--- config.mk ---
export PLATFORM = sky130hd
export DESIGN_NAME = dre_ram_addr
export DESIGN_NICKNAME = d
export VERILOG_FILES = /design/src/dre_pkg.sv /design/src/dre_addr_step.sv /design/src/dre_ram_addr.sv
export SDC_FILE = /design/constraint.sdc
export NUM_CORES = 1
export LEC_CHECK = 0
export ABC_AREA = 1
export BUFFER_PORTS_ARGS = -buffer_cell sky130_fd_sc_hd__buf_4
export CAP_MARGIN = 25
export CORE_MARGIN = 3
export CORE_UTILIZATION = 50
export CTS_CLUSTER_DIAMETER = 30
export CTS_CLUSTER_SIZE = 24
export DETAILED_ROUTE_END_ITERATION = 6
export GPL_TIMING_DRIVEN = 0
export PLACE_DENSITY = 0.7
export SLEW_MARGIN = 10
export SYNTH_ARGS = -nofsm -noshare
export SYNTH_HDL_FRONTEND = slang
export SYNTH_SLANG_ARGS = --single-unit
--- constraint.sdc ---
create_clock -name clk -period 4.8 [get_ports clk]
set_input_delay 0.72 -clock clk [delete_from_list [all_inputs] [get_ports clk]]
set_output_delay 0.72 -clock clk [all_outputs]
set_load 0.01 [all_outputs]
--- src/dre_pkg.sv ---
// Package: command codes, field layout, reset values and carrier types of the RAM address block
package dre_pkg;

	// ************************************************************
	// Command codes
	// ************************************************************
	localparam logic [7:0] DRE_CMD_ENTRY    = 8'h11;
	localparam logic [7:0] DRE_CMD_WR_BW    = 8'h24;
	localparam logic [7:0] DRE_CMD_WR_RED   = 8'h26;
	localparam logic [7:0] DRE_CMD_FILL_RED = 8'h46;
	localparam logic [7:0] DRE_CMD_FILL_BW  = 8'h47;
	localparam logic [7:0] DRE_CMD_SET_X    = 8'h4e;
	localparam logic [7:0] DRE_CMD_SET_Y    = 8'h4f;
	localparam logic [7:0] DRE_CMD_NOP      = 8'h7f;

	// ************************************************************
	// Field positions
	// ************************************************************
	localparam int DRE_ENTRY_AXIS_BIT = 2;
	localparam int DRE_ENTRY_DIR_LSB  = 0;
	localparam int DRE_FILL_FIRST_BIT = 7;
	localparam int DRE_FILL_H_LSB     = 4;
	localparam int DRE_FILL_W_LSB     = 0;
	localparam int DRE_Y_HIGH_BIT     = 0;

	// ************************************************************
	// Reset values
	// ************************************************************
	localparam logic [2:0] DRE_ENTRY_RST  = 3'h3;
	localparam logic [5:0] DRE_X_RST      = 6'h00;
	localparam logic [8:0] DRE_Y_RST      = 9'h000;
	localparam logic [2:0] DRE_FILL_H_RST = 3'h0;
	localparam logic       DRE_FIRST_RST  = 1'b0;

	// Fill data for a set and a clear step
	localparam logic [7:0] DRE_BYTE_ONES  = 8'hff;
	localparam logic [7:0] DRE_BYTE_ZEROS = 8'h00;

	// ************************************************************
	// Carrier types
	// ************************************************************
	typedef struct packed {
		logic       valid;
		logic       is_data;
		logic [7:0] value;
	} dre_host_byte_t;

	typedef struct packed {
		logic       axis;
		logic [1:0] dir;
	} dre_entry_t;

	typedef struct packed {
		logic [5:0] x_start;
		logic [5:0] x_end;
		logic [8:0] y_start;
		logic [8:0] y_end;
	} dre_win_t;

	typedef struct packed {
		logic       we;
		logic       red;
		logic [5:0] x;
		logic [8:0] y;
		logic [7:0] data;
	} dre_ram_wr_t;

	typedef enum logic [3:0] {
		DRE_IDLE      = 4'b0000,
		DRE_GET_X     = 4'b0001,
		DRE_GET_YLO   = 4'b0010,
		DRE_GET_YHI   = 4'b0011,
		DRE_GET_ENTRY = 4'b0100,
		DRE_GET_FILL  = 4'b0101,
		DRE_WRITE     = 4'b0110,
		DRE_FILL      = 4'b0111
	} dre_phase_t;

	typedef struct packed {
		dre_phase_t  phase;
		dre_entry_t  entry;
		logic [5:0]  x;
		logic [8:0]  y;
		logic [7:0]  y_low;
		logic        busy;
		logic        wr_red;
		dre_ram_wr_t wr;
		logic        fill_red;
		logic        first;
		logic [8:0]  rows_m1;
		logic [4:0]  cols_m1;
		dre_win_t    win;
		logic [5:0]  fx;
		logic [8:0]  fy;
		logic [4:0]  col_cnt;
		logic [8:0]  row_cnt;
		logic        x_phase;
		logic        y_phase;
	} dre_state_t;

endpackage : dre_pkg

--- src/dre_addr_step.sv ---
// Address stepper: next X/Y address after a RAM write, wrapped at the window edges
`timescale 1ns/1ps

module dre_addr_step (
	input  dre_pkg::dre_entry_t entry,
	input  dre_pkg::dre_win_t   win,
	input  wire logic [5:0]     x_cur,
	input  wire logic [8:0]     y_cur,
	output logic [5:0]          x_next,
	output logic [8:0]          y_next
);
	import dre_pkg::*;

	// ************************************************************
	// One axis step, wrap flag in the top bit
	// ************************************************************
	function automatic logic [9:0] step_axis(
		input logic [8:0] v,
		input logic [8:0] s,
		input logic [8:0] e,
		input logic       inc
	);
		logic [9:0] r;
		if (inc) begin
			r = (v == e) ? {1'b1, s} : {1'b0, 9'(v + 9'h001)};
		end else begin
			r = (v == s) ? {1'b1, e} : {1'b0, 9'(v - 9'h001)};
		end
		return r;
	endfunction : step_axis

	logic [9:0] xs;
	logic [9:0] ys;

	// Active axis steps; the other steps only when the active one wraps
	always_comb begin
		xs = step_axis({3'h0, x_cur}, {3'h0, win.x_start}, {3'h0, win.x_end},
			entry.dir[0]);
		ys = step_axis(y_cur, win.y_start, win.y_end, entry.dir[1]);
		if (!entry.axis) begin
			x_next = xs[5:0];
			y_next = xs[9] ? ys[8:0] : y_cur;
		end else begin
			y_next = ys[8:0];
			x_next = ys[9] ? xs[5:0] : x_cur;
		end
	end

endmodule : dre_addr_step

--- src/dre_ram_addr.sv ---
// RAM address counters, data entry mode and regular pattern fill of the display RAM
//
// Function
// - 0x47 plus one byte starts B/W fill
// - Height bits 6:4 select rows per step
// - Width bits 2:0 select columns per step
// - Red fill uses the same width code
// - Busy high through fill; host waits
// - 0x4E loads six-bit X counter, reset zero
// - 0x4F loads nine-bit Y from two bytes
// - 0x7F changes nothing, ends RAM write
// - 0x11 sets axis bit and direction bits
// - Direction bit one increments after write
// - Direction bit zero decrements after write
// - Bit 0 drives X, bit 1 drives Y
// - Axis bit selects which address advances
// - Write address wraps at the RAM window edges
// - Bit 7 gives first step value, alternating
// - 0x46 starts red fill, same layout
`timescale 1ns/1ps

module dre_ram_addr (
	input  wire logic              clk,
	input  wire logic              srst,
	input  dre_pkg::dre_host_byte_t host_byte,
	input  dre_pkg::dre_win_t      win,
	output logic                   busy_reg,
	output dre_pkg::dre_ram_wr_t   ram_wr_reg,
	output logic [5:0]             x_addr_reg,
	output logic [8:0]             y_addr_reg,
	output dre_pkg::dre_entry_t    entry_reg
);
	import dre_pkg::*;

	// ************************************************************
	// Step size decoding
	// ************************************************************

	// Rows per step minus one; top bit flags an invalid code
	function automatic logic [9:0] height_m1(input logic [2:0] code);
		case (code)
			3'h0:    height_m1 = 10'h007;
			3'h1:    height_m1 = 10'h00f;
			3'h2:    height_m1 = 10'h01f;
			3'h3:    height_m1 = 10'h03f;
			3'h4:    height_m1 = 10'h07f;
			3'h5:    height_m1 = 10'h0ff;
			3'h6:    height_m1 = 10'h127;
			default: height_m1 = 10'h200;
		endcase
	endfunction : height_m1

	// Byte columns per step minus one (X unit is eight pixels); bit 5 flags invalid
	function automatic logic [5:0] width_m1(input logic [2:0] code);
		case (code)
			3'h0:    width_m1 = 6'h00;
			3'h1:    width_m1 = 6'h01;
			3'h2:    width_m1 = 6'h03;
			3'h3:    width_m1 = 6'h07;
			3'h4:    width_m1 = 6'h0f;
			3'h5:    width_m1 = 6'h15;
			default: width_m1 = 6'h20;
		endcase
	endfunction : width_m1

	dre_state_t st_reg;
	dre_state_t st_next;
	logic [5:0] step_x;
	logic [8:0] step_y;
	logic [9:0] hdec;
	logic [5:0] wdec;

	// ************************************************************
	// Address stepper for host data writes
	// ************************************************************
	dre_addr_step u_step (
		.entry  (st_reg.entry),
		.win    (win),
		.x_cur  (st_reg.x),
		.y_cur  (st_reg.y),
		.x_next (step_x),
		.y_next (step_y)
	);

	// ************************************************************
	// Next-state logic
	// ************************************************************

	// Bytes arriving during a fill are dropped: the host must poll busy first
	always_comb begin
		st_next       = st_reg;
		st_next.wr.we = 1'b0;
		hdec          = height_m1(host_byte.value[DRE_FILL_H_LSB +: 3]);
		wdec          = width_m1(host_byte.value[DRE_FILL_W_LSB +: 3]);
		if (st_reg.phase == DRE_FILL) begin
			st_next.wr.we   = 1'b1;
			st_next.wr.red  = st_reg.fill_red;
			st_next.wr.x    = st_reg.fx;
			st_next.wr.y    = st_reg.fy;
			st_next.wr.data = (st_reg.first ^ st_reg.x_phase ^ st_reg.y_phase) ?
				DRE_BYTE_ONES : DRE_BYTE_ZEROS;
			if (st_reg.fx == st_reg.win.x_end) begin
				st_next.fx      = st_reg.win.x_start;
				st_next.col_cnt = 5'h00;
				st_next.x_phase = 1'b0;
				if (st_reg.fy == st_reg.win.y_end) begin
					st_next.phase = DRE_IDLE;
					st_next.busy  = 1'b0;
				end else begin
					st_next.fy = 9'(st_reg.fy + 9'h001);
					if (st_reg.row_cnt == st_reg.rows_m1) begin
						st_next.row_cnt = 9'h000;
						st_next.y_phase = ~st_reg.y_phase;
					end else begin
						st_next.row_cnt = 9'(st_reg.row_cnt + 9'h001);
					end
				end
			end else begin
				st_next.fx = 6'(st_reg.fx + 6'h01);
				if (st_reg.col_cnt == st_reg.cols_m1) begin
					st_next.col_cnt = 5'h00;
					st_next.x_phase = ~st_reg.x_phase;
				end else begin
					st_next.col_cnt = 5'(st_reg.col_cnt + 5'h01);
				end
			end
		end else if (host_byte.valid && !host_byte.is_data) begin
			// Any command ends a RAM write; unknown ones leave all else as is
			case (host_byte.value)
				DRE_CMD_ENTRY:    st_next.phase = DRE_GET_ENTRY;
				DRE_CMD_SET_X:    st_next.phase = DRE_GET_X;
				DRE_CMD_SET_Y:    st_next.phase = DRE_GET_YLO;
				DRE_CMD_FILL_BW:  st_next.phase = DRE_GET_FILL;
				DRE_CMD_FILL_RED: st_next.phase = DRE_GET_FILL;
				DRE_CMD_WR_BW:    st_next.phase = DRE_WRITE;
				DRE_CMD_WR_RED:   st_next.phase = DRE_WRITE;
				default:          st_next.phase = DRE_IDLE;
			endcase
			st_next.fill_red = (host_byte.value == DRE_CMD_FILL_RED);
			st_next.wr_red   = (host_byte.value == DRE_CMD_WR_RED);
		end else if (host_byte.valid) begin
			case (st_reg.phase)
				DRE_GET_X: begin
					st_next.x     = host_byte.value[5:0];
					st_next.phase = DRE_IDLE;
				end
				DRE_GET_YLO: begin
					st_next.y_low = host_byte.value;
					st_next.phase = DRE_GET_YHI;
				end
				DRE_GET_YHI: begin
					st_next.y     = {host_byte.value[DRE_Y_HIGH_BIT], st_reg.y_low};
					st_next.phase = DRE_IDLE;
				end
				DRE_GET_ENTRY: begin
					st_next.entry.axis = host_byte.value[DRE_ENTRY_AXIS_BIT];
					st_next.entry.dir  = host_byte.value[DRE_ENTRY_DIR_LSB +: 2];
					st_next.phase      = DRE_IDLE;
				end
				DRE_GET_FILL: begin
					// Invalid step codes drop the fill rather than guess a size
					if (hdec[9] || wdec[5]) begin
						st_next.phase = DRE_IDLE;
					end else begin
						st_next.phase   = DRE_FILL;
						st_next.busy    = 1'b1;
						st_next.first   = host_byte.value[DRE_FILL_FIRST_BIT];
						st_next.rows_m1 = hdec[8:0];
						st_next.cols_m1 = wdec[4:0];
						st_next.win     = win;
						st_next.fx      = win.x_start;
						st_next.fy      = win.y_start;
						st_next.col_cnt = 5'h00;
						st_next.row_cnt = 9'h000;
						st_next.x_phase = 1'b0;
						st_next.y_phase = 1'b0;
					end
				end
				DRE_WRITE: begin
					st_next.wr.we   = 1'b1;
					st_next.wr.red  = st_reg.wr_red;
					st_next.wr.x    = st_reg.x;
					st_next.wr.y    = st_reg.y;
					st_next.wr.data = host_byte.value;
					st_next.x       = step_x;
					st_next.y       = step_y;
				end
				default: st_next.phase = DRE_IDLE;
			endcase
		end
	end

	// ************************************************************
	// State register
	// ************************************************************
	always_ff @(posedge clk) begin
		if (srst) begin
			st_reg          <= '0;
			st_reg.phase    <= DRE_IDLE;
			st_reg.entry    <= dre_entry_t'(DRE_ENTRY_RST);
			st_reg.x        <= DRE_X_RST;
			st_reg.y        <= DRE_Y_RST;
			st_reg.first    <= DRE_FIRST_RST;
			st_reg.rows_m1  <= {6'h00, DRE_FILL_H_RST};
		end else begin
			st_reg <= st_next;
		end
	end

	// Outputs come straight from the state flops
	assign busy_reg   = st_reg.busy;
	assign ram_wr_reg = st_reg.wr;
	assign x_addr_reg = st_reg.x;
	assign y_addr_reg = st_reg.y;
	assign entry_reg  = st_reg.entry;
endmodule : dre_ram_addr
==> results.cfg <==
[run_status]
outcome = complete, but fails checks
violations_in_the_final_reports = DRC

[global_routing]
globalRouteTotalUtil_pct = 30.38
grt-busiest-layer = met2
grt_util_met3_pct = 5.611
grt.overflow.total = 0
groute.layer.met1.usage_pct = 41.79
grt_pass1_vias = 7708
antenna_violations_before_repair = 0
grt_util_met2_pct = 47.52
grt_first_pass_wirelength_mm = 41.97
grt_start_max_net_pins = 17

[synthesis]
syn-instance-count = 1245
post-synth-top-area-fraction_pct = 30.68
ys_seq_area_share_pct = 30.68
yosys.area.top_type = dfxtp_1
synthesis.area_um2 = 7960
synth_warn = 0
yosys-top-cells-area = dfxtp_1 (31%), nand2_1 (16%), a21oi_1 (5.8%)
asyncSetResetFlopFracSynth_pct = 0
syn-mean-instance-area_um2 = 6.394
synth_cell_types = 44
ys_ff_latch = 122
synthesis.nets = 1295
synth_enable_flop_cells = 0
dominantRegCellSynth = dfxtp_1

[drt]
drt_first_iter_violations = 791
firstDrtPassIters = 7
vias_per_cell = 5.364
dr_vias = 8421
drt.antenna.violating_nets = 0
final_wl_mm = 26.67
wire_per_inst_um = 16.99
drcViolationCount = 1

[sta]
hold_viol_final = 0
final-max-slew-violation-count = 0
finalSetupTns_ns = 0
final-setup-viol-count = 0
timing.slew.headroom_pct = 48.08
clock_skew_ns = 0.01240
period_share_pct = 43.97
grt_setup_unrepaired = false
final_period_minus_worst_setup_slack_ns = 2.111
finalWorstSetupSlack_ns = 2.689
max_slew.worst_pin.slew_ns = 0.7788
achievable_freq_mhz = 473.8

[finish]
stdcell_area_um2 = 9412
largest_reg_flops = 78
final_cells = 1570
antennaDiodeCount = 0
layout.nets = 1396
final_cell_mix = nand2_1 (344), buf_4 (135), dfxtp_1 (122)
layout_area_growth_over_synthesis_pct = 18.23
final_common_cell = nand2_1
fillerInstances = 1563
drive_above_1_share_pct = 17.44

[clock_network]
cts_repair_resize_count = 0
cts.htree.levels = 4
sinks_on_clock_net = 122
cts_max_path_buffers = 2
clkLatencyLatePin_ns = 0.43
clock_tree_from_tritoncts = done
clk_root_buffer_cell = clkbuf_16
clkSlewWorstSetupHoldPaths_ns = 0.06
cts-buffers-inserted = 17
post_cts_hold_buffer_count = 0
cts_setup_buffers = 0

[placement]
final_wtd_congestion = 0.9801
preCtsSetupSlack_ns = 2.261
detailed_place_hpwl_mm = 20.21
dp_cells = 1538
numPortBuffers = 82
postPlaceCellArea_um2 = 8840

[worst_setup_path]
critPathCaptureType = flip-flop
reg2reg_slack_ns = 2.70
r2r_depth = 10
worstPathArrival_ns = 2.41
worst-path-max-fanout = 10
timing_worst_setup_path_type = primary input to flip-flop
required_worst_endpoint_ns = 5.10
worstSetupStartpointType = primary input

[min_path]
hold_path_class = flip-flop to flip-flop
holdPathStages = 2

[die]
ios = 86
num_rows = 45
floorplan.initialDensity_pct = 51.79
design.die.area_um2 = 17470
core_area_um2 = 15370
fp.dieH_um = 132.2
die-width_um = 132.2

[job]
max_cap_viol_count = 0

[power]
design_power_total_mw = 2.501
power_density_nw_per_um2 = 265.8
p_leak_nw = 4.204
worst_ir_drop_vdd_v = 0.0002646
power by group:
part	switching (mW)	leakage [nW]	internal (mW)
registers	0.00798	0.984	1.02
logic	0.145	2.95	0.0787
clock network	0.504	0.273	0.744
worst paths after layout:
kind,from,end
worst max-delay path,srst,st_reg[51]$_SDFFE_PP0P_
worst min-delay path,st_reg[107]$_SDFFE_PP0P_,st_reg[107]$_SDFFE_PP0P_
worst max register to register,st_reg[130]$_SDFFE_PP0P_,ram_wr_reg[15]$_SDFFE_PP0P_
worst min register to register,st_reg[107]$_SDFFE_PP0P_,st_reg[107]$_SDFFE_PP0P_
worst max-delay path: stages:
cell	delay [ns]
clkbuf_1	0.43
clkinv_1	0.52
clkbuf_1	0.42
o21ai_0	0.23
a21oi_1	0.07
metal layers:
| layer | vias to the layer above | share of wire [%] |
|---|---|---|
| li1 | 4188 | - |
| met1 | 3819 | 44 |
| met2 | 353 | 44 |
| met3 | 61 | 7.8 |
| met4 | 0 | 3.5 |
| met5 | - | 0 |
through the flow:
step / hold slack [ns] / util [%]
finish: 0.4565 / 61.23
global route: 0.4808 / 61.23
CTS: 0.4560 / 61.23
detailed placement: 0.4484 / 57.51
global placement: 0.4442 / 57.51
floorplan: 0.4297 / -
cell usage after synthesis (4+ instances only):
| master | number |
|---|---|
| inv_1 | 115 |
| dfxtp_1 | 122 |
| nor2_1 | 91 |
| nand3_1 | 91 |
| o21ai_0 | 76 |
| nand2_2 | 5 |
| nand4_1 | 28 |
| o21ai_1 | 5 |
| a211oi_1 | 4 |
| xnor2_1 | 26 |
| a21oi_1 | 93 |
| buf_4 | 53 |
| xor2_1 | 30 |
| inv_2 | 17 |
| a31oi_1 | 19 |
| nor3_1 | 19 |
| o211ai_1 | 10 |
| nand2_1 | 344 |
| clkbuf_1 | 22 |
| nand3b_1 | 5 |
| buf_2 | 26 |
| ha_1 | 8 |
kinds of logic (layout without fill, tap and decap cells):
| logic type | count (synthesis) | after routing | share of synthesized area (%) |
|---|---|---|---|
| compound gates | 216 | 216 | 14.63 |
| xor+xnor | 56 | 56 | 6.162 |
| fa+ha+maj | 8 | 8 | 1.258 |
| buf+inv | 243 | 357 | 14.71 |
| flops | 122 | 122 | 30.68 |
| mux | 1 | 1 | 0.2829 |
| simple gates | 599 | 599 | 32.27 |
layout make-up:
cell class              instances  area, um2  share of cell area, %
multi-input cells             880       4347                  46.18
flip-flops and latches        122       2442                  25.95
plain buffers                 108      660.6                  7.019
repair buffers                 82      615.6                  6.541
inverters                     135      510.5                  5.424
clock buffers                  20      456.7                  4.852
well taps                     211      264.0                  2.805
clock inverters                12      115.1                  1.223
(Power assumes the default switching activity.)
